`config.mk`:
```
export PLATFORM = sky130hd
export DESIGN_NAME = aus_serial
export DESIGN_NICKNAME = d
export VERILOG_FILES = /design/src/common/aus_pkg.sv /design/src/hw/aus_serial.sv
export SDC_FILE = /design/constraint.sdc
export NUM_CORES = 1
export LEC_CHECK = 0
export ABC_AREA = 1
export BUFFER_PORTS_ARGS = -buffer_cell sky130_fd_sc_hd__buf_2
export CAP_MARGIN = 10
export CORE_MARGIN = 2
export CORE_UTILIZATION = 25
export DETAILED_ROUTE_END_ITERATION = 12
export PLACE_DENSITY = 0.51
export SETUP_SLACK_MARGIN = 0.15
export SYNTH_ARGS = -nofsm -noshare
export SYNTH_HDL_FRONTEND = slang
export SYNTH_SLANG_ARGS = --single-unit
```
`constraint.sdc`:
```
create_clock -name pclk -period 2.33 [get_ports pclk]
set_input_delay 0.699 -clock pclk [delete_from_list [all_inputs] [get_ports pclk]]
set_output_delay 0.699 -clock pclk [all_outputs]
set_load 0.03 [all_outputs]
```
`src/common/aus_pkg.sv`:
```
/*
  Shared constants for the serial transceiver control and status block:
  register offsets, bit positions, reset values and engine states.
  Assumes a 32-bit APB slave with byte addresses on an 8-bit paddr.
*/
package aus_pkg;

  ////////////////////////////////////////////////////////////////////////////////
  // register byte offsets
  localparam logic [7:0] OFF_CTRL_A = 8'h00;
  localparam logic [7:0] OFF_CTRL_B = 8'h04;
  localparam logic [7:0] OFF_CTRL_C = 8'h08;
  localparam logic [7:0] OFF_STAT_A = 8'h0C;
  localparam logic [7:0] OFF_DATA   = 8'h10;
  localparam logic [7:0] OFF_BAUD   = 8'h14;

  ////////////////////////////////////////////////////////////////////////////////
  // field positions
  localparam int CA_MODULE_ON = 6, CA_NINE = 4, CA_WAKE = 3, CA_PAR_EN = 1, CA_PAR_ODD = 0;
  localparam int CB_TXE_IE = 7, CB_TXD_IE = 6, CB_RXF_IE = 5, CB_IDLE_IE = 4;
  localparam int CB_TX_ON = 3, CB_RX_ON = 2, CB_STANDBY = 1, CB_SEND_BRK = 0;
  localparam int CC_RX9 = 7, CC_TX9 = 6, CC_OVERRUN_IRQ_EN = 3, CC_NOISE_IRQ_EN = 2, CC_FRAMING_IRQ_EN = 1, CC_PARITY_IRQ_EN = 0;
  localparam int ST_TXE = 7, ST_TXD = 6, ST_RXF = 5, ST_IDLE = 4;
  localparam int ST_OVR = 3, ST_NF = 2, ST_FE = 1, ST_PE = 0;

  ////////////////////////////////////////////////////////////////////////////////
  // reset values and counts
  localparam logic [7:0]  CTRL_A_RST  = 8'h00;
  localparam logic [7:0]  CTRL_B_RST  = 8'h00;
  localparam logic [3:0]  ERR_EN_RST  = 4'h0;
  localparam logic [15:0] BAUD_RST    = 16'h006C;
  localparam logic [15:0] BAUD_MIN    = 16'h0004;
  localparam logic [3:0]  FRAME_BITS8 = 4'hA;
  localparam logic [3:0]  FRAME_BITS9 = 4'hB;

  typedef enum logic [2:0] {TX_IDLE, TX_PRE, TX_BRK, TX_DATA, TX_MARK} aus_tx_e;
  typedef enum logic [0:0] {RX_IDLE, RX_BITS} aus_rx_e;

endpackage

```
`src/hw/aus_serial.sv`:
```
/*
  Serial transceiver: APB register file, transmitter with preamble, break and
  data frames, receiver with noise, framing, parity and overrun detection,
  two-step flag clearing and three interrupt request lines.
  Assumes rxd is synchronous to pclk and the bit period register is >= 4.
*/
// The register addresses and the APB interface to the registers were left to the implementer.
`timescale 1ns/1ps
module aus_serial (
  input  wire logic        pclk,
  input  wire logic        presetn,
  input  wire logic        psel,
  input  wire logic        penable,
  input  wire logic        pwrite,
  input  wire logic [7:0]  paddr,
  input  wire logic [31:0] pwdata,
  output logic      [31:0] prdata,
  output logic             pready,
  output logic             pslverr,
  input  wire logic        rxd,
  output logic             txd,
  output logic             tx_irq_req,
  output logic             rx_irq_req,
  output logic             err_irq_req
);

  logic [7:0]  ctl_a_reg, ctl_b_reg, arm_reg, rx_buf_reg, tx_buf_reg;
  logic [3:0]  err_en_reg, tx_bits_reg, rx_idx_reg, ones_reg;
  logic [15:0] baud_reg, tx_cnt_reg, rx_cnt_reg;
  logic [10:0] tx_sh_reg, rx_sh_reg;
  logic        tx9_reg, rx9_reg, pready_reg, pslverr_reg;
  logic        te_reg, rxf_reg, idle_reg, ovr_reg, nf_reg, fe_reg, pe_reg;
  logic        pend_reg, pre_req_reg, brk_tail_reg, idle_arm_reg;
  logic        smp0_reg, smp1_reg, noise_reg;
  logic [31:0] prdata_reg;
  aus_pkg::aus_tx_e tx_state_reg, tx_kind;
  aus_pkg::aus_rx_e rx_state_reg;

  ////////////////////////////////////////////////////////////////////////////////
  // apb slave: one wait state, effects at the edge with pready high
  logic        setup_acc, acc, wr, rd, hit;
  logic [31:0] rd_val;
  logic [7:0]  status;
  logic        module_on, nine, tx_on, rx_on, standby, send_brk, tx_done;

  assign setup_acc = psel & penable & ~pready_reg;
  assign acc       = psel & penable & pready_reg;
  assign wr        = acc & pwrite;
  assign rd        = acc & ~pwrite;
  assign module_on = ctl_a_reg[aus_pkg::CA_MODULE_ON];
  assign nine      = ctl_a_reg[aus_pkg::CA_NINE];
  assign tx_on     = ctl_b_reg[aus_pkg::CB_TX_ON];
  assign rx_on     = ctl_b_reg[aus_pkg::CB_RX_ON];
  assign standby   = ctl_b_reg[aus_pkg::CB_STANDBY];
  assign send_brk  = ctl_b_reg[aus_pkg::CB_SEND_BRK];
  assign status    = {te_reg, tx_done, rxf_reg, idle_reg, ovr_reg, nf_reg, fe_reg, pe_reg};

  always_comb begin
    hit    = 1'b1;
    rd_val = 32'h0000_0000;
    if (paddr == aus_pkg::OFF_CTRL_A) begin
      rd_val[7:0] = ctl_a_reg;
    end else if (paddr == aus_pkg::OFF_CTRL_B) begin
      rd_val[7:0] = ctl_b_reg;
    end else if (paddr == aus_pkg::OFF_CTRL_C) begin
      rd_val[7:0] = {rx9_reg, tx9_reg, 2'b00, err_en_reg};
    end else if (paddr == aus_pkg::OFF_STAT_A) begin
      rd_val[7:0] = status;
    end else if (paddr == aus_pkg::OFF_DATA) begin
      rd_val[7:0] = rx_buf_reg;
    end else if (paddr == aus_pkg::OFF_BAUD) begin
      rd_val[15:0] = baud_reg;
    end else begin
      hit = 1'b0;
    end
  end

  always_ff @(posedge pclk or negedge presetn) begin
    if (!presetn) begin
      pready_reg  <= 1'b0;
      pslverr_reg <= 1'b0;
      prdata_reg  <= 32'h0000_0000;
    end else begin
      pready_reg <= setup_acc;
      if (setup_acc) begin
        pslverr_reg <= ~hit;
        prdata_reg  <= pwrite ? 32'h0000_0000 : rd_val;
      end
    end
  end

  assign pready  = pready_reg;
  assign pslverr = pready_reg & pslverr_reg;
  assign prdata  = prdata_reg;

  logic wr_a, wr_b, wr_c, wr_data, rd_stat, rd_data, tx_on_rise, rx_on_rise, brk_fall;
  assign wr_a    = wr & (paddr == aus_pkg::OFF_CTRL_A);
  assign wr_b    = wr & (paddr == aus_pkg::OFF_CTRL_B);
  assign wr_c    = wr & (paddr == aus_pkg::OFF_CTRL_C);
  assign wr_data = wr & (paddr == aus_pkg::OFF_DATA);
  assign rd_stat = rd & (paddr == aus_pkg::OFF_STAT_A);
  assign rd_data = rd & (paddr == aus_pkg::OFF_DATA);
  // enable writes take effect only while the module is on
  assign tx_on_rise = wr_b & module_on & pwdata[aus_pkg::CB_TX_ON] & ~tx_on;
  assign rx_on_rise = wr_b & module_on & pwdata[aus_pkg::CB_RX_ON] & ~rx_on;
  assign brk_fall   = wr_b & ~pwdata[aus_pkg::CB_SEND_BRK] & send_brk;

  ////////////////////////////////////////////////////////////////////////////////
  // control registers
  logic rx_done, rx_accept, rx_msb, idle_evt;

  always_ff @(posedge pclk or negedge presetn) begin
    if (!presetn) begin
      ctl_a_reg  <= aus_pkg::CTRL_A_RST;
      ctl_b_reg  <= aus_pkg::CTRL_B_RST;
      err_en_reg <= aus_pkg::ERR_EN_RST;
      tx9_reg    <= 1'b0;
      baud_reg   <= aus_pkg::BAUD_RST;
    end else begin
      if (wr_a) ctl_a_reg <= pwdata[7:0];
      if (wr_b) begin
        ctl_b_reg <= pwdata[7:0];
        if (!module_on) begin
          ctl_b_reg[aus_pkg::CB_TX_ON] <= tx_on;
          ctl_b_reg[aus_pkg::CB_RX_ON] <= rx_on;
        end
      end else if (standby && ((rx_done && rx_msb && ctl_a_reg[aus_pkg::CA_WAKE]) ||
                               (idle_evt && !ctl_a_reg[aus_pkg::CA_WAKE]))) begin
        ctl_b_reg[aus_pkg::CB_STANDBY] <= 1'b0;
      end
      if (wr_c) begin
        tx9_reg    <= pwdata[aus_pkg::CC_TX9];
        err_en_reg <= pwdata[3:0];
      end
      if (wr & (paddr == aus_pkg::OFF_BAUD)) begin
        baud_reg <= (pwdata[15:0] < aus_pkg::BAUD_MIN) ? aus_pkg::BAUD_MIN : pwdata[15:0];
      end
    end
  end

  ////////////////////////////////////////////////////////////////////////////////
  // transmitter
  logic [3:0]  nbits;
  logic [15:0] baud_m1, half;
  logic        tx_tick, tx_start, tx_par;
  logic        tx9_held_reg;
  logic [10:0] tx_frame;

  assign nbits    = nine ? aus_pkg::FRAME_BITS9 : aus_pkg::FRAME_BITS8;
  assign baud_m1  = baud_reg - 16'h0001;
  assign half     = {1'b0, baud_reg[15:1]};
  assign tx_tick  = (tx_cnt_reg == baud_m1);
  assign tx_start = (tx_state_reg == aus_pkg::TX_IDLE) || (tx_tick && tx_bits_reg == 4'h1);
  assign tx_par   = (nine ? ^tx_buf_reg : ^tx_buf_reg[6:0]) ^ ctl_a_reg[aus_pkg::CA_PAR_ODD];
  // ninth bit or parity sits just below the stop bit
  assign tx_frame = nine ?
      {1'b1, (ctl_a_reg[aus_pkg::CA_PAR_EN] ? tx_par : tx9_held_reg), tx_buf_reg, 1'b0} :
      {2'b11, (ctl_a_reg[aus_pkg::CA_PAR_EN] ? tx_par : tx_buf_reg[7]), tx_buf_reg[6:0], 1'b0};

  // break wins; a released break gets its mark bit before any start bit
  always_comb begin
    tx_kind = aus_pkg::TX_IDLE;
    if (tx_on && send_brk) begin
      tx_kind = aus_pkg::TX_BRK;
    end else if (brk_tail_reg) begin
      tx_kind = aus_pkg::TX_MARK;
    end else if (tx_on && pre_req_reg) begin
      tx_kind = aus_pkg::TX_PRE;
    end else if (tx_on && pend_reg) begin
      tx_kind = aus_pkg::TX_DATA;
    end
  end

  assign tx_done = te_reg && tx_state_reg == aus_pkg::TX_IDLE && tx_kind == aus_pkg::TX_IDLE;

  always_ff @(posedge pclk or negedge presetn) begin
    if (!presetn) begin
      tx_state_reg <= aus_pkg::TX_IDLE;
      tx_sh_reg    <= 11'h7FF;
      tx_bits_reg  <= 4'h0;
      tx_cnt_reg   <= 16'h0000;
    end else if (!module_on) begin
      tx_state_reg <= aus_pkg::TX_IDLE;
      tx_sh_reg    <= 11'h7FF;
      tx_bits_reg  <= 4'h0;
      tx_cnt_reg   <= 16'h0000;
    end else if (tx_start) begin
      // while the module stays on, a character in flight always runs to its last bit first
      tx_cnt_reg   <= 16'h0000;
      tx_state_reg <= tx_kind;
      tx_bits_reg  <= (tx_kind == aus_pkg::TX_MARK) ? 4'h1 :
                      (tx_kind == aus_pkg::TX_IDLE) ? 4'h0 : nbits;
      tx_sh_reg    <= (tx_kind == aus_pkg::TX_DATA) ? tx_frame :
                      (tx_kind == aus_pkg::TX_BRK)  ? 11'h000 : 11'h7FF;
    end else if (tx_tick) begin
      tx_cnt_reg  <= 16'h0000;
      tx_bits_reg <= tx_bits_reg - 4'h1;
      tx_sh_reg   <= {1'b1, tx_sh_reg[10:1]};
    end else begin
      tx_cnt_reg <= tx_cnt_reg + 16'h0001;
    end
  end

  assign txd = tx_sh_reg[0];

  logic launch_data;
  assign launch_data = module_on && tx_start && tx_kind == aus_pkg::TX_DATA;

  always_ff @(posedge pclk or negedge presetn) begin
    if (!presetn) begin
      te_reg       <= 1'b1;
      pend_reg     <= 1'b0;
      pre_req_reg  <= 1'b0;
      brk_tail_reg <= 1'b0;
      tx_buf_reg   <= 8'h00;
      tx9_held_reg <= 1'b0;
    end else begin
      if (launch_data || !module_on) begin
        te_reg <= 1'b1;
      end else if (wr_data && arm_reg[aus_pkg::ST_TXE]) begin
        te_reg <= 1'b0;
      end
      if (wr_data) begin
        tx_buf_reg   <= pwdata[7:0];
        tx9_held_reg <= tx9_reg;
        pend_reg     <= 1'b1;
      end else if (launch_data || !module_on) begin
        pend_reg <= 1'b0;
      end
      if (tx_on_rise) begin
        pre_req_reg <= 1'b1;
      end else if (tx_start && (tx_kind == aus_pkg::TX_PRE || tx_kind == aus_pkg::TX_BRK)) begin
        pre_req_reg <= 1'b0;
      end
      if (brk_fall) begin
        brk_tail_reg <= 1'b1;
      end else if (tx_start && tx_kind == aus_pkg::TX_MARK) begin
        brk_tail_reg <= 1'b0;
      end
    end
  end

  ////////////////////////////////////////////////////////////////////////////////
  // receiver
  logic        bit_now, disagree, last_bit;
  logic [10:0] rx_full_word;
  logic [8:0]  rx_d9;
  logic        rx_stop, rx_par_bad, rx_active;

  assign rx_active    = module_on && rx_on;
  assign bit_now      = (smp0_reg & smp1_reg) | (smp0_reg & rxd) | (smp1_reg & rxd);
  assign disagree     = ~((smp0_reg == smp1_reg) && (smp1_reg == rxd));
  assign last_bit     = (rx_idx_reg == nbits - 4'h1);
  assign rx_done      = rx_active && rx_state_reg == aus_pkg::RX_BITS &&
                        rx_cnt_reg == half + 16'h0001 && last_bit;
  assign rx_full_word = {bit_now, rx_sh_reg[10:1]};
  assign rx_d9        = nine ? rx_full_word[9:1] : {1'b0, rx_full_word[9:2]};
  assign rx_stop      = rx_full_word[10];
  assign rx_msb       = nine ? rx_d9[8] : rx_d9[7];
  assign rx_par_bad   = ctl_a_reg[aus_pkg::CA_PAR_EN] &&
                        ((nine ? ^rx_d9 : ^rx_d9[7:0]) ^ ctl_a_reg[aus_pkg::CA_PAR_ODD]);
  assign idle_evt     = rx_active && rx_state_reg == aus_pkg::RX_IDLE && rxd &&
                        rx_cnt_reg == baud_m1 && ones_reg == nbits - 4'h1;
  assign rx_accept    = !standby || (ctl_a_reg[aus_pkg::CA_WAKE] && rx_msb);

  always_ff @(posedge pclk or negedge presetn) begin
    if (!presetn) begin
      rx_state_reg <= aus_pkg::RX_IDLE;
      rx_cnt_reg   <= 16'h0000;
      rx_idx_reg   <= 4'h0;
      rx_sh_reg    <= 11'h000;
      ones_reg     <= 4'h0;
      smp0_reg     <= 1'b1;
      smp1_reg     <= 1'b1;
      noise_reg    <= 1'b0;
    end else if (!rx_active) begin
      rx_state_reg <= aus_pkg::RX_IDLE;
      rx_cnt_reg   <= 16'h0000;
      ones_reg     <= 4'h0;
    end else begin
      case (rx_state_reg)
        aus_pkg::RX_IDLE: begin
          if (!rxd) begin
            rx_state_reg <= aus_pkg::RX_BITS;
            rx_cnt_reg   <= 16'h0001;
            rx_idx_reg   <= 4'h0;
            noise_reg    <= 1'b0;
            ones_reg     <= 4'h0;
          end else if (rx_cnt_reg == baud_m1) begin
            rx_cnt_reg <= 16'h0000;
            if (ones_reg != 4'hF) ones_reg <= ones_reg + 4'h1;
          end else begin
            rx_cnt_reg <= rx_cnt_reg + 16'h0001;
          end
        end
        default: begin
          rx_cnt_reg <= (rx_cnt_reg == baud_m1) ? 16'h0000 : rx_cnt_reg + 16'h0001;
          if (rx_cnt_reg == baud_m1) rx_idx_reg <= rx_idx_reg + 4'h1;
          if (rx_cnt_reg == half - 16'h0001) smp0_reg <= rxd;
          if (rx_cnt_reg == half) smp1_reg <= rxd;
          if (rx_cnt_reg == half + 16'h0001) begin
            // a start bit that reads high again was a glitch
            if (rx_idx_reg == 4'h0 && bit_now) begin
              rx_state_reg <= aus_pkg::RX_IDLE;
              rx_cnt_reg   <= 16'h0000;
            end else begin
              rx_sh_reg <= rx_full_word;
              noise_reg <= noise_reg | disagree;
              if (last_bit) begin
                rx_state_reg <= aus_pkg::RX_IDLE;
                rx_cnt_reg   <= 16'h0000;
              end
            end
          end
        end
      endcase
    end
  end

  ////////////////////////////////////////////////////////////////////////////////
  // receive buffer: unaffected by reset
  logic rx_take;
  assign rx_take = rx_done && rx_accept && !rxf_reg;

  always_ff @(posedge pclk) begin
    if (rx_take) begin
      rx_buf_reg <= rx_d9[7:0];
      rx9_reg    <= rx_msb;
    end
  end

  ////////////////////////////////////////////////////////////////////////////////
  // receiver flags: a set in the clearing cycle wins
  logic clr_ok;
  assign clr_ok = rd_data;

  always_ff @(posedge pclk or negedge presetn) begin
    if (!presetn) begin
      arm_reg      <= 8'h00;
      rxf_reg      <= 1'b0;
      idle_reg     <= 1'b0;
      ovr_reg      <= 1'b0;
      nf_reg       <= 1'b0;
      fe_reg       <= 1'b0;
      pe_reg       <= 1'b0;
      idle_arm_reg <= 1'b0;
    end else begin
      if (rd_stat) begin
        arm_reg <= prdata_reg[7:0];
      end else if (rd_data || wr_data) begin
        arm_reg <= 8'h00;
      end
      if (rx_take) rxf_reg <= 1'b1;
      else if (clr_ok && arm_reg[aus_pkg::ST_RXF]) rxf_reg <= 1'b0;
      if (rx_done && rx_accept && rxf_reg) ovr_reg <= 1'b1;
      else if (clr_ok && arm_reg[aus_pkg::ST_OVR]) ovr_reg <= 1'b0;
      if (rx_take && noise_reg | disagree) nf_reg <= 1'b1;
      else if (clr_ok && arm_reg[aus_pkg::ST_NF]) nf_reg <= 1'b0;
      if (rx_take && !rx_stop) fe_reg <= 1'b1;
      else if (clr_ok && arm_reg[aus_pkg::ST_FE]) fe_reg <= 1'b0;
      if (rx_take && rx_par_bad) pe_reg <= 1'b1;
      else if (clr_ok && arm_reg[aus_pkg::ST_PE]) pe_reg <= 1'b0;
      if (idle_evt && idle_arm_reg) idle_reg <= 1'b1;
      else if (clr_ok && arm_reg[aus_pkg::ST_IDLE]) idle_reg <= 1'b0;
      if (rx_take) idle_arm_reg <= 1'b1;
      else if (rx_on_rise || idle_evt || (clr_ok && arm_reg[aus_pkg::ST_IDLE])) begin
        idle_arm_reg <= 1'b0;
      end
    end
  end

  ////////////////////////////////////////////////////////////////////////////////
  // interrupt requests
  assign tx_irq_req  = module_on &&
                       ((te_reg && ctl_b_reg[aus_pkg::CB_TXE_IE]) ||
                        (tx_done && ctl_b_reg[aus_pkg::CB_TXD_IE]));
  assign rx_irq_req  = !standby &&
                       ((rxf_reg && ctl_b_reg[aus_pkg::CB_RXF_IE]) ||
                        (idle_reg && ctl_b_reg[aus_pkg::CB_IDLE_IE]));
  assign err_irq_req = !standby &&
                       |({ovr_reg, nf_reg, fe_reg, pe_reg} & err_en_reg);

  ////////////////////////////////////////////////////////////////////////////////
  // checks
  a_preamble_high: assert property (@(posedge pclk) disable iff (!presetn)
    tx_state_reg == aus_pkg::TX_PRE |-> txd) else $error("preamble bit low");
  a_break_low: assert property (@(posedge pclk) disable iff (!presetn)
    tx_state_reg == aus_pkg::TX_BRK |-> !txd) else $error("break bit high");
  a_mark_after_brk: assert property (@(posedge pclk) disable iff (!presetn)
    brk_fall |=> brk_tail_reg) else $error("break tail lost");
  a_char_runs_out: assert property (@(posedge pclk) disable iff (!presetn)
    module_on && tx_state_reg == aus_pkg::TX_DATA && tx_bits_reg > 4'h1 ##1 module_on
    |-> tx_state_reg == aus_pkg::TX_DATA) else $error("character cut short");
  a_empty_on_move: assert property (@(posedge pclk) disable iff (!presetn)
    launch_data |=> te_reg && tx_state_reg == aus_pkg::TX_DATA) else $error("empty not set");
  a_done_meaning: assert property (@(posedge pclk) disable iff (!presetn)
    tx_done |-> te_reg && tx_state_reg == aus_pkg::TX_IDLE) else $error("done while busy");
  a_module_off: assert property (@(posedge pclk) disable iff (!presetn)
    !module_on ##1 !module_on |-> te_reg && !tx_irq_req) else $error("module off flags");
  a_overrun_keep: assert property (@(posedge pclk) disable iff (!presetn)
    rx_done && rx_accept && rxf_reg |=> ovr_reg && $stable(rx_buf_reg))
    else $error("overrun handling");
  a_overrun_pend: assert property (@(posedge pclk) disable iff (!presetn)
    rd_data && ovr_reg && !arm_reg[aus_pkg::ST_OVR] |=> ovr_reg) else $error("overrun lost");
  a_idle_armed: assert property (@(posedge pclk) disable iff (!presetn)
    $rose(idle_reg) |-> $past(idle_arm_reg)) else $error("idle without character");
  a_standby_quiet: assert property (@(posedge pclk) disable iff (!presetn)
    standby |-> !rx_irq_req && !err_irq_req) else $error("standby interrupt");

endmodule

```
==> results.py, run 1 <==
metrics = {
    "global_routing": {
        "antenna_found_initial": 0,
        "grt_max_degree": 47,
        "grt_pass1_vias": 10600,
        "grt_first_pass_wirelength_um": 58200,
        "grt-ovfl-total": 0,
        "gr-usage-all-layers_pct": 17.0,
    },
    "clock_network": {
        "tritoncts": "yes",
        "clock_sinks": 162,
        "clkTransAtPathRegs_ns": 0.07,
        "cts_inserted_buffers": 17,
        "hold_buffers": 0,
        "ctsLongestPathBuffers": 2,
        "cts-root-buf": "clkbuf_16",
        "ctsHtreeMaxLevel": 4,
        "clock_latency_ns": 0.45,
    },
    "logic_synthesis": {
        "synthAdderAreaFrac_pct": 1.39,
        "ys_types": 57,
        "synth_edf_count": 9,
        "synth-compound-area-share_pct": 10.2,
        "ys_seq_elements": 162,
        "synth_ff_type": "dfrtp_1",
        "synth_top_family_by_area": "simple AND/OR/NAND/NOR gates",
        "yosysWarnings": 0,
        "synth_cells": 1436,
        "synth.mux.area_fraction_pct": 0,
        "postSynthAreaPerCell_sq_um": 7.53,
        "synth-simple-area-share_pct": 33.6,
        "syn-cell-area_sq_um": 10800,
        "synthXorXnorAreaFrac_pct": 6.38,
        "ys_seq_area_share_pct": 38.1,
        "async_reset_ff_share_pct": 94.4,
    },
    "route": {
        "drc": 0,
        "drtIter0Drc": 718,
        "highest_layer": "met4",
        "met3_length_um": 1540,
        "route.met2.wl_um": 18000,
        "ant_nets": 0,
        "drt_pass1_iterations": 5,
        "vias": 10800,
        "totalWireLength_um": 37700,
        "routedLengthMet1_um": 17200,
        "via_per_inst": 4.59,
        "drt-wirelength-per-cell_um": 16.1,
    },
    "setup_path": {
        "critPathSlowestCell": "dfrtp_2",
        "criticalPathCategory": "register to register",
        "cp_num_buf_inv": 4,
        "worstSetupStartpoint": "baud_reg[1]",
        "cp.depth": 16,
        "crit_chain": "inv_4, ha_4, inv_2, nand2_2, nand2_2, buf_6, xor2_1, nor2_1, nand2_1, nor2_1, nand3b_1, nor3_4, nand3b_4, nand3_4, buf_12, nor2_4",
        "critPathCapture": "rx_cnt_reg[6]",
        "cp_top_family": "simple AND/OR/NAND/NOR gates",
        "worstPathArrival_ns": 2.96,
        "start_kind": "register",
        "cpPeakStageDelay_ns": 0.42,
        "r2r_slack_ns": -0.30,
        "r2r-end": "rx_cnt_reg[6]",
        "cp_max_fo": 8,
        "required_ns": 2.66,
        "r2r_cells": 16,
        "endpoint_kind": "register",
        "rr_startpoint": "baud_reg[1]",
    },
    "die": {
        "io_pins": 84,
        "coreArea_sq_um": 42900,
        "die-area_sq_um": 44900,
        "initial_core_util_pct": 25.2,
        "fp.dieH_um": 212,
        "fp.dieW_um": 212,
        "rows": 76,
    },
    "placed_design": {
        "placed_cell_area_sq_um": 13400,
        "dpl.hpwl_um": 29300,
        "place_congestion": 0.913,
        "dp_slack_ns": -0.347,
        "place_inst": 2256,
        "port_buffers": 51,
    },
    "timing": {
        "final_max_slew_viol_count": 0,
        "tns_ns": -17.74,
        "worst_hold_slack_ns": 0.179,
        "finalCritPeriodShare_pct": 113,
        "fin_crit_ns": 2.63,
        "finalClockSkew_ns": 0.0107,
        "tightestPinTransition_ns": 0.834,
        "rsz0062_at_grt": "yes",
        "timing.fmax_mhz": 380,
        "setup_ws_ns": -0.303,
        "maxSlewHeadroom_pct": 44.4,
        "hold_viol": 0,
        "setup_viol": 90,
    },
    "cells_and_area": {
        "fin_nets": 1804,
        "final_util_pct": 36.3,
        "diodes": 0,
        "post_route_cells_drive_above_1_share_pct": 37.5,
        "fin_cells": 2344,
        "final_area_sq_um": 15600,
        "syn_to_final_growth_pct": 44.0,
    },
    "status": {
        "status": "complete, but fails checks",
        "violations": "negative setup slack",
    },
    "power_and_ir_drop": {
        "powerDensity_nw_per_um2": 399,
        "p_leak_nw": 7.22,
        "ir_worst_vdd_mv": 0.460,
        "total_power_mw": 6.20,
    },
    "worst_hold_path": {
        "hp-class": "primary input to async pin",
    },
    "flow_run": {
        "cap_violations": 0,
    },
}
-- cells in the final DEF (no fill, tap or decap), types with 19 or more instances in the layout --
cell and count:
nor2_4 39, inv_1 162, buf_2 48, nand2_2 53, nand3_1 94, xor2_1 47
nand3_2 37, clkbuf_16 19, a21oi_1 27, buf_4 230, nand2_1 286, dfrtp_1 130
buf_6 34, o21ai_0 92, nand4_1 37, nor2_2 29, nor2_1 85
-- cell usage after synthesis, drive strengths merged (4+ instances only) --
library cell    n  area [sq um]
inv           179           672
nand3         140           753
dfstp          18           473
nand3b          8          72.6
nand4          40           287
nor4            9          62.6
o22ai           7          43.8
nor2          155           810
o21ai         110           551
a32o            7          70.1
edfxtp          9           270
o211ai          9          67.6
clkbuf         19           101
o2111ai         4          35.0
clkinv          5          18.8
dfrtp         135          3380
nor3           29           180
nor3b           4          30.0
a31oi           5          31.3
a21oi          40           234
nand2         361          1400
xor2           57           514
buf            38           315
ha             12           150
xnor2          20           175
-- worst register-to-register path, stage by stage, from the launching register on --
cell and delay [ns]:
dfrtp_2 0.42, inv_4 0.10, ha_4 0.18, inv_2 0.04
nand2_2 0.08, nand2_2 0.07, buf_6 0.12, xor2_1 0.13
nor2_1 0.18, nand2_1 0.08, nor2_1 0.12, nand3b_1 0.20
nor3_4 0.25, nand3b_4 0.18, nand3_4 0.15, buf_12 0.17
nor2_4 0.05
-- final cells by class --
type | instances | area [sq um]
clock buffer | 17 | 425
clock inverter | 15 | 158
fill | 4482 | 27300
inverter | 184 | 721
multi-input combinational | 1048 | 6630
sequential | 162 | 4130
tap | 585 | 732
timing repair buffer | 332 | 2760
timing repair inverter | 1 | 6.26
-- worst min-delay path by stage --
stage / startpoint / endpoint / cells past startpoint
finish: presetn / tx_cnt_reg[14] / 1
global route: presetn / tx_cnt_reg[14] / 1
CTS: presetn / tx_cnt_reg[14] / 1
detailed placement: tx_state_reg[0] / tx_state_reg[0] / 2
global placement: tx_state_reg[0] / tx_state_reg[0] / 2
floorplan: presetn / arm_reg[0] / 0
-- power breakdown --
part / switching (mW) / internal (mW)
clock: 1.38 / 1.43
combinational: 0.324 / 0.203
sequential: 0.0137 / 2.85
-- repair_timing --
action | in CTS | in global routing
endpoints found under the setup margin | 93 | 94
cloned | 2 | 2
resized for setup | 150 | 143
pin swaps | 66 | 83
hold endpoints to repair | 0 | 0
setup buffers | 37 | 15
-- metal layers --
layer / global-route usage (%) / vias up
met1: 22.4 / 5185
met3: 3.17 / 52
met5: 0 / -
li1: - / 5293
met4: 5.42 / 0
met2: 28.1 / 240
-- logic make-up after synthesis --
logic type	count (synthesis)
and+or+nand+nor	752
other	1
AOI/OAI and AO/OA	191
DFF	162
buffers and inverters	241
xor gates and xnor gates	77
adders and majority gates	12
No activity file was read; power rests on OpenSTA's default activity.
==> run 2, diff against run 1 <==
BUFFER_PORTS_ARGS = -buffer_cell sky130_fd_sc_hd__clkbuf_2   (was -buffer_cell sky130_fd_sc_hd__buf_2)
==> run 2 against run 1 <==
  * Clock power grew 5%
  * Register-to-register slack gained 0.03 ns
  * Critical path type is now register to primary output
  * Hold slack gained 0.026 ns
  * The run still ends with negative setup slack left
  * Die area is the same
  * Critical endpoint is now tx_irq_req
==> results.py, run 2 (synthesized netlist as in run 1, its figures left out) <==
metrics = {
    "clock_network": {
        "ctsLongestPathBuffers": 2,
        "tritoncts": "yes",
        "cts-root-buf": "clkbuf_16",
        "ctsHtreeMaxLevel": 4,
        "clkTransAtPathRegs_ns": 0.07,
        "clock_latency_ns": 0.45,
        "clock_sinks": 162,
        "cts_inserted_buffers": 17,
    },
    "die": {
        "io_pins": 84,
        "die-area_sq_um": 44900,
        "coreArea_sq_um": 42900,
        "fp.dieH_um": 212,
        "fp.dieW_um": 212,
        "rows": 76,
        "initial_core_util_pct": 25.2,
    },
    "global_routing": {
        "grt_pass1_vias": 10700,
        "gr-usage-all-layers_pct": 17.3,
        "grt_first_pass_wirelength_um": 59400,
        "grt_max_degree": 45,
        "antenna_found_initial": 0,
        "grt-ovfl-total": 0,
    },
    "route": {
        "drtIter0Drc": 712,
        "drt_pass1_iterations": 5,
        "vias": 10700,
        "drt-wirelength-per-cell_um": 16.3,
        "totalWireLength_um": 38100,
        "drc": 0,
        "via_per_inst": 4.57,
        "ant_nets": 0,
    },
    "cells_and_area": {
        "syn_to_final_growth_pct": 45.3,
        "post_route_cells_drive_above_1_share_pct": 38.0,
        "final_common_cell": "nand2_1",
        "fillCellCount": 4430,
        "diodes": 0,
        "mostFrequentLayoutCells": "nand2_1 (290), buf_4 (217), inv_1 (162)",
        "fin_nets": 1796,
        "final_area_sq_um": 15700,
        "fin_cells": 2336,
    },
    "timing": {
        "maxSlewHeadroom_pct": 51.4,
        "fin_crit_ns": 2.64,
        "hold_viol": 0,
        "finalCritPeriodShare_pct": 113,
        "tightestPinTransition_ns": 0.729,
        "timing.fmax_mhz": 379,
        "final_max_slew_viol_count": 0,
        "setup_viol": 91,
        "finalClockSkew_ns": 0.0148,
        "tns_ns": -16.18,
        "setup_ws_ns": -0.306,
        "rsz0062_at_grt": "yes",
    },
    "worst_hold_path": {
        "hp-class": "primary input to async pin",
    },
    "power_and_ir_drop": {
        "ir_worst_vdd_mv": 0.511,
        "powerDensity_nw_per_um2": 402,
        "p_leak_nw": 7.20,
        "total_power_mw": 6.31,
    },
    "setup_path": {
        "endpoint_kind": "primary output",
        "r2r-end": "rx9_reg",
        "cp_max_fo": 3,
        "start_kind": "register",
        "worstSetupStartpoint": "ctl_b_reg[3]",
        "rr_startpoint": "baud_reg[2]",
        "r2r_cells": 12,
        "required_ns": 1.63,
        "r2r_slack_ns": -0.27,
        "criticalPathCategory": "register to primary output",
        "worstPathArrival_ns": 1.94,
        "critPathCapture": "tx_irq_req",
    },
    "placed_design": {
        "place_inst": 2256,
        "place_congestion": 0.907,
        "dpl.hpwl_um": 29500,
        "placed_cell_area_sq_um": 13400,
        "port_buffers": 51,
    },
    "status": {
        "violations": "negative setup slack",
        "status": "complete, but fails checks",
    },
    "flow_run": {
        "cap_violations": 0,
    },
}
[run 2: report_power, final]
group          internal (mW)  switching [mW]  leakage [nW]  total, mW
Combinational          0.183           0.320          4.92      0.503
Clock                   1.54            1.41         0.287       2.95
Sequential              2.85          0.0120          1.99       2.86
Total                   4.57            1.74          7.20       6.31
[run 2: timing repair]
| action | CTS | global route |
|---|---|---|
| cloned | 4 | 0 |
| setup endpoints to repair | 94 | 92 |
| pin swaps | 84 | 65 |
| hold buffers | 0 | 0 |
| buffers inserted | 34 | 10 |
| gates resized for setup | 208 | 114 |
[run 2: critical path, cell delays in order, from the launching register on]
cell,delay [ns]
dfrtp_1,0.40
inv_2,0.07
nor2_2,0.05
nand3_2,0.09
nand2_2,0.08
nor2_4,0.14
nand2_4,0.09
nor3_4,0.15
nand2_2,0.09
a21oi_4,0.18
buf_8,0.14
[run 2: per-stage QoR]
step	worst slack [ns]	utilization [%]	hold slack (ns)
3_3_place_gp	-0.309	31.2	0.451
6_report	-0.306	36.6	0.205
5_1_grt	-0.425	36.6	0.215
4_1_cts	-0.428	35.4	0.207
2_1_floorplan	-0.132	-	0.403
3_5_place_dp	-0.342	31.2	0.464
[run 2: metal layers]
layer | up-vias | global-route usage, % | wire length [um] | share of wire, %
met5 | - | 0 | 0 | 0
met1 | 5139 | 22.9 | 17300 | 46
li1 | 5268 | - | - | -
met2 | 233 | 29.1 | 18500 | 49
met3 | 37 | 2.86 | 1510 | 4.0
met4 | 0 | 4.74 | 699 | 1.8
[run 2: layout make-up]
cell class	count	area, sq um	area share (%)
inverter	184	726	4.62
multi-input combinational	1048	6750	43.0
tap	585	732	4.66
clock buffer	17	425	2.71
sequential	162	4130	26.3
timing repair buffer	324	2750	17.5
clock inverter	15	181	1.16
timing repair inverter	1	6.26	0.0398
[run 2: how the worst min path moves through the flow]
stage	startpoint	endpoint	depth (start not counted)
floorplan	presetn	arm_reg[0]	0
CTS	presetn	rx_cnt_reg[8]	1
finish	presetn	rx_cnt_reg[8]	1
global route	presetn	rx_cnt_reg[8]	1
global placement	tx_state_reg[0]	tx_state_reg[0]	2
detailed placement	noise_reg	noise_reg	2
==> run 3, diff against run 2 <==
ABC_AREA = default   (was 1)
==> run 3 against run 2 <==
  * The run still ends with negative setup slack left
  * Sequential power is essentially flat
  * Register-to-register slack lost 0.34 ns
  * Synthesized area shrank 5.2%
  * Clock-buffer cell count is the same
  * Global-route usage shrank 2.0 points
  * Final area shrank 9.2%
  * Highest routed layer unchanged
  * Largest power group unchanged
  * Critical path type is now register to register
==> results.py, run 3 <==
metrics = {
    "cells_and_area": {
        "syn_to_final_growth_pct": 39.3,
        "final_common_cell": "buf_4",
        "fin_cells": 1833,
        "fin_nets": 1346,
        "area.sequential_sq_um": 4130,
        "post_route_cells_drive_above_1_share_pct": 40.2,
        "multi_input_area_sq_um": 6480,
        "fillCellCount": 4083,
        "mostFrequentLayoutCells": "buf_4 (190), dfrtp_1 (132), nand2_1 (77)",
        "diodes": 0,
    },
    "route": {
        "vias": 8839,
        "drt-wirelength-per-cell_um": 17.2,
        "via_per_inst": 4.82,
        "drc": 0,
        "drtIter0Drc": 557,
        "ant_nets": 0,
        "drt_pass1_iterations": 6,
        "totalWireLength_um": 31600,
    },
    "clock_network": {
        "tritoncts": "yes",
        "clock_latency_ns": 0.44,
        "clkTransAtPathRegs_ns": 0.07,
        "cts-root-buf": "clkbuf_16",
        "hold_buffers": 0,
        "ctsHtreeMaxLevel": 4,
        "clock_sinks": 162,
        "cts_inserted_buffers": 17,
        "ctsLongestPathBuffers": 2,
    },
    "logic_synthesis": {
        "synthAdderAreaFrac_pct": 1.47,
        "synth_top_family_by_area": "simple AND/OR/NAND/NOR gates",
        "synth-compound-area-share_pct": 13.3,
        "ys_seq_area_share_pct": 40.2,
        "synth.mux.area_fraction_pct": 8.44,
        "synth-simple-area-share_pct": 21.6,
        "ys_types": 88,
        "synth_ff_type": "dfrtp_1",
        "postSynthAreaPerCell_sq_um": 9.70,
        "async_reset_ff_share_pct": 94.4,
        "ys_seq_elements": 162,
        "synth_edf_count": 9,
        "synth_commonest_cells": "dfrtp_1 (135), nand2_1 (86), nor2_1 (78)",
        "yosysWarnings": 0,
        "syn-cell-area_sq_um": 10200,
        "synth_top_area_share_pct": 33.0,
        "synthXorXnorAreaFrac_pct": 9.80,
        "synthTopCellsByArea": "dfrtp_1 (33%), mux2_2 (5.6%), xnor2_1 (4.9%)",
        "synth_cells": 1056,
        "yosysTopAreaCell": "dfrtp_1",
        "synth_most_common_cell": "dfrtp_1",
    },
    "power_and_ir_drop": {
        "p_sw_share_pct": 25.2,
        "p_int_mw": 4.75,
        "p_leak_nw": 6.27,
        "seqPwrFrac_pct": 45.4,
        "p_comb_share_pct": 7.4,
        "power.clock.fraction_pct": 47.2,
        "powerDensity_nw_per_um2": 445,
        "switchingPower_mw": 1.60,
        "ir_worst_vdd_mv": 0.392,
    },
    "die": {
        "die-area_sq_um": 42600,
        "io_pins": 84,
        "initial_core_util_pct": 25.2,
        "fp.dieH_um": 206,
        "rows": 74,
        "coreArea_sq_um": 40600,
        "fp.dieW_um": 206,
    },
    "timing": {
        "tns_ns": -43.17,
        "setup_viol": 92,
        "finalCritPeriodShare_pct": 126,
        "timing.fmax_mhz": 340,
        "worst_hold_slack_ns": 0.214,
        "maxSlewHeadroom_pct": 23.9,
        "setup_ws_ns": -0.608,
        "fin_crit_ns": 2.94,
        "finalClockSkew_ns": 0.0113,
        "rsz0062_at_grt": "yes",
        "hold_viol": 0,
        "final_max_slew_viol_count": 0,
        "tightestPinTransition_ns": 1.14,
    },
    "global_routing": {
        "grt-ovfl-total": 0,
        "antenna_found_initial": 0,
        "grt_first_pass_wirelength_um": 50100,
        "gr-usage-all-layers_pct": 15.3,
        "grt_pass1_vias": 9088,
        "grt_max_degree": 51,
    },
    "status": {
        "violations": "negative setup slack",
        "status": "complete, but fails checks",
    },
    "setup_path": {
        "cp_max_fo": 5,
        "criticalPathCategory": "register to register",
        "worstPathArrival_ns": 3.26,
        "required_ns": 2.65,
        "endpoint_kind": "register",
        "start_kind": "register",
    },
    "placed_design": {
        "dpl.hpwl_um": 23900,
        "port_buffers": 51,
        "place_inst": 1769,
        "place_congestion": 0.834,
        "dp_slack_ns": -0.568,
    },
    "worst_hold_path": {
        "hp-class": "primary input to async pin",
    },
    "flow_run": {
        "cap_violations": 0,
    },
}
run 3: changes by cell type in the layout (fill, tap and decap cells not counted), moves of 39 or more:
cell	change
nand3_1	-42
nand2_2	-41
nor2_4	-41
mux2_4	+39
inv_1	-138
o21ai_0	-74
nand2_1	-213
run 3: kinds of logic after synthesis:
group,after synthesis
other cells,1
mux,79
compound gates,191
buf+inv,109
xor+xnor,105
fa+ha+maj,12
simple gates,397
flops,162
run 3: cell type report:
type / instances / area share, %
clock inverter: 15 / 1.34
multi-input combinational: 800 / 45.4
clock buffer: 17 / 2.98
sequential: 162 / 28.9
inverter: 27 / 0.728
timing repair buffer: 280 / 15.9
tap: 532 / 4.67
run 3: critical path, cell delays in order, from the launching register on:
cell and delay [ns]:
dfstp_2 0.60, ha_2 0.20, nand4_1 0.17, buf_4 0.20, or4_4 0.44, o21ai_4 0.17, a31oi_4 0.08, nor4b_4 0.42
buf_6 0.21, mux2_2 0.34
run 3: what timing repair did:
| item | in CTS | in global routing |
|---|---|---|
| endpoints found under the setup margin | 117 | 125 |
| pin swaps | 23 | 43 |
| cloned | 0 | 1 |
| setup buffers | 13 | 18 |
| gates resized for setup | 63 | 80 |
run 3: power groups by stage:
stage / combinational [mW] / sequential, mW / clock [mW]
after floorplan: 0.219 / 2.94 / 0
after global placement: 0.432 / 2.93 / 0
after detailed placement: 0.434 / 2.93 / 0
after CTS: 0.461 / 2.88 / 3.07
after global routing: 0.516 / 2.88 / 3.20
final: 0.470 / 2.88 / 3.00
run 3: path summary, 6_finish.rpt:
check,from,slack (ns),endpoint,cells after the start
worst max-delay path,baud_reg[2],-0.61,rx_sh_reg[2],9
worst min-delay path,presetn,0.21,tx_buf_reg[0],1
worst max register to register,baud_reg[2],-0.61,rx_sh_reg[2],9
worst min register to register,arm_reg[5],0.47,rxf_reg,1
max in group asynchronous,presetn,1.43,smp1_reg,2
min in group pclk,arm_reg[5],0.47,rxf_reg,1
run 3: stage by stage:
step / power, mW / utilization [%] / area [sq um]
after floorplan: 3.16 / - / 10800
after global placement: 3.36 / 31.6 / 12800
after detailed placement: 3.37 / 31.6 / 12800
after CTS: 6.41 / 33.9 / 13800
after global routing: 6.59 / 35.1 / 14300
final: 6.35 / 35.1 / 14300
run 3: metal layers:
| layer | global-route usage [%] | up-vias | part of all wire (%) |
|---|---|---|---|
| li1 | - | 4234 | - |
| met1 | 18.8 | 4407 | 44 |
| met2 | 27.2 | 162 | 51 |
| met3 | 2.33 | 36 | 2.7 |
| met4 | 4.59 | 0 | 2.0 |
| met5 | 0 | - | 0 |
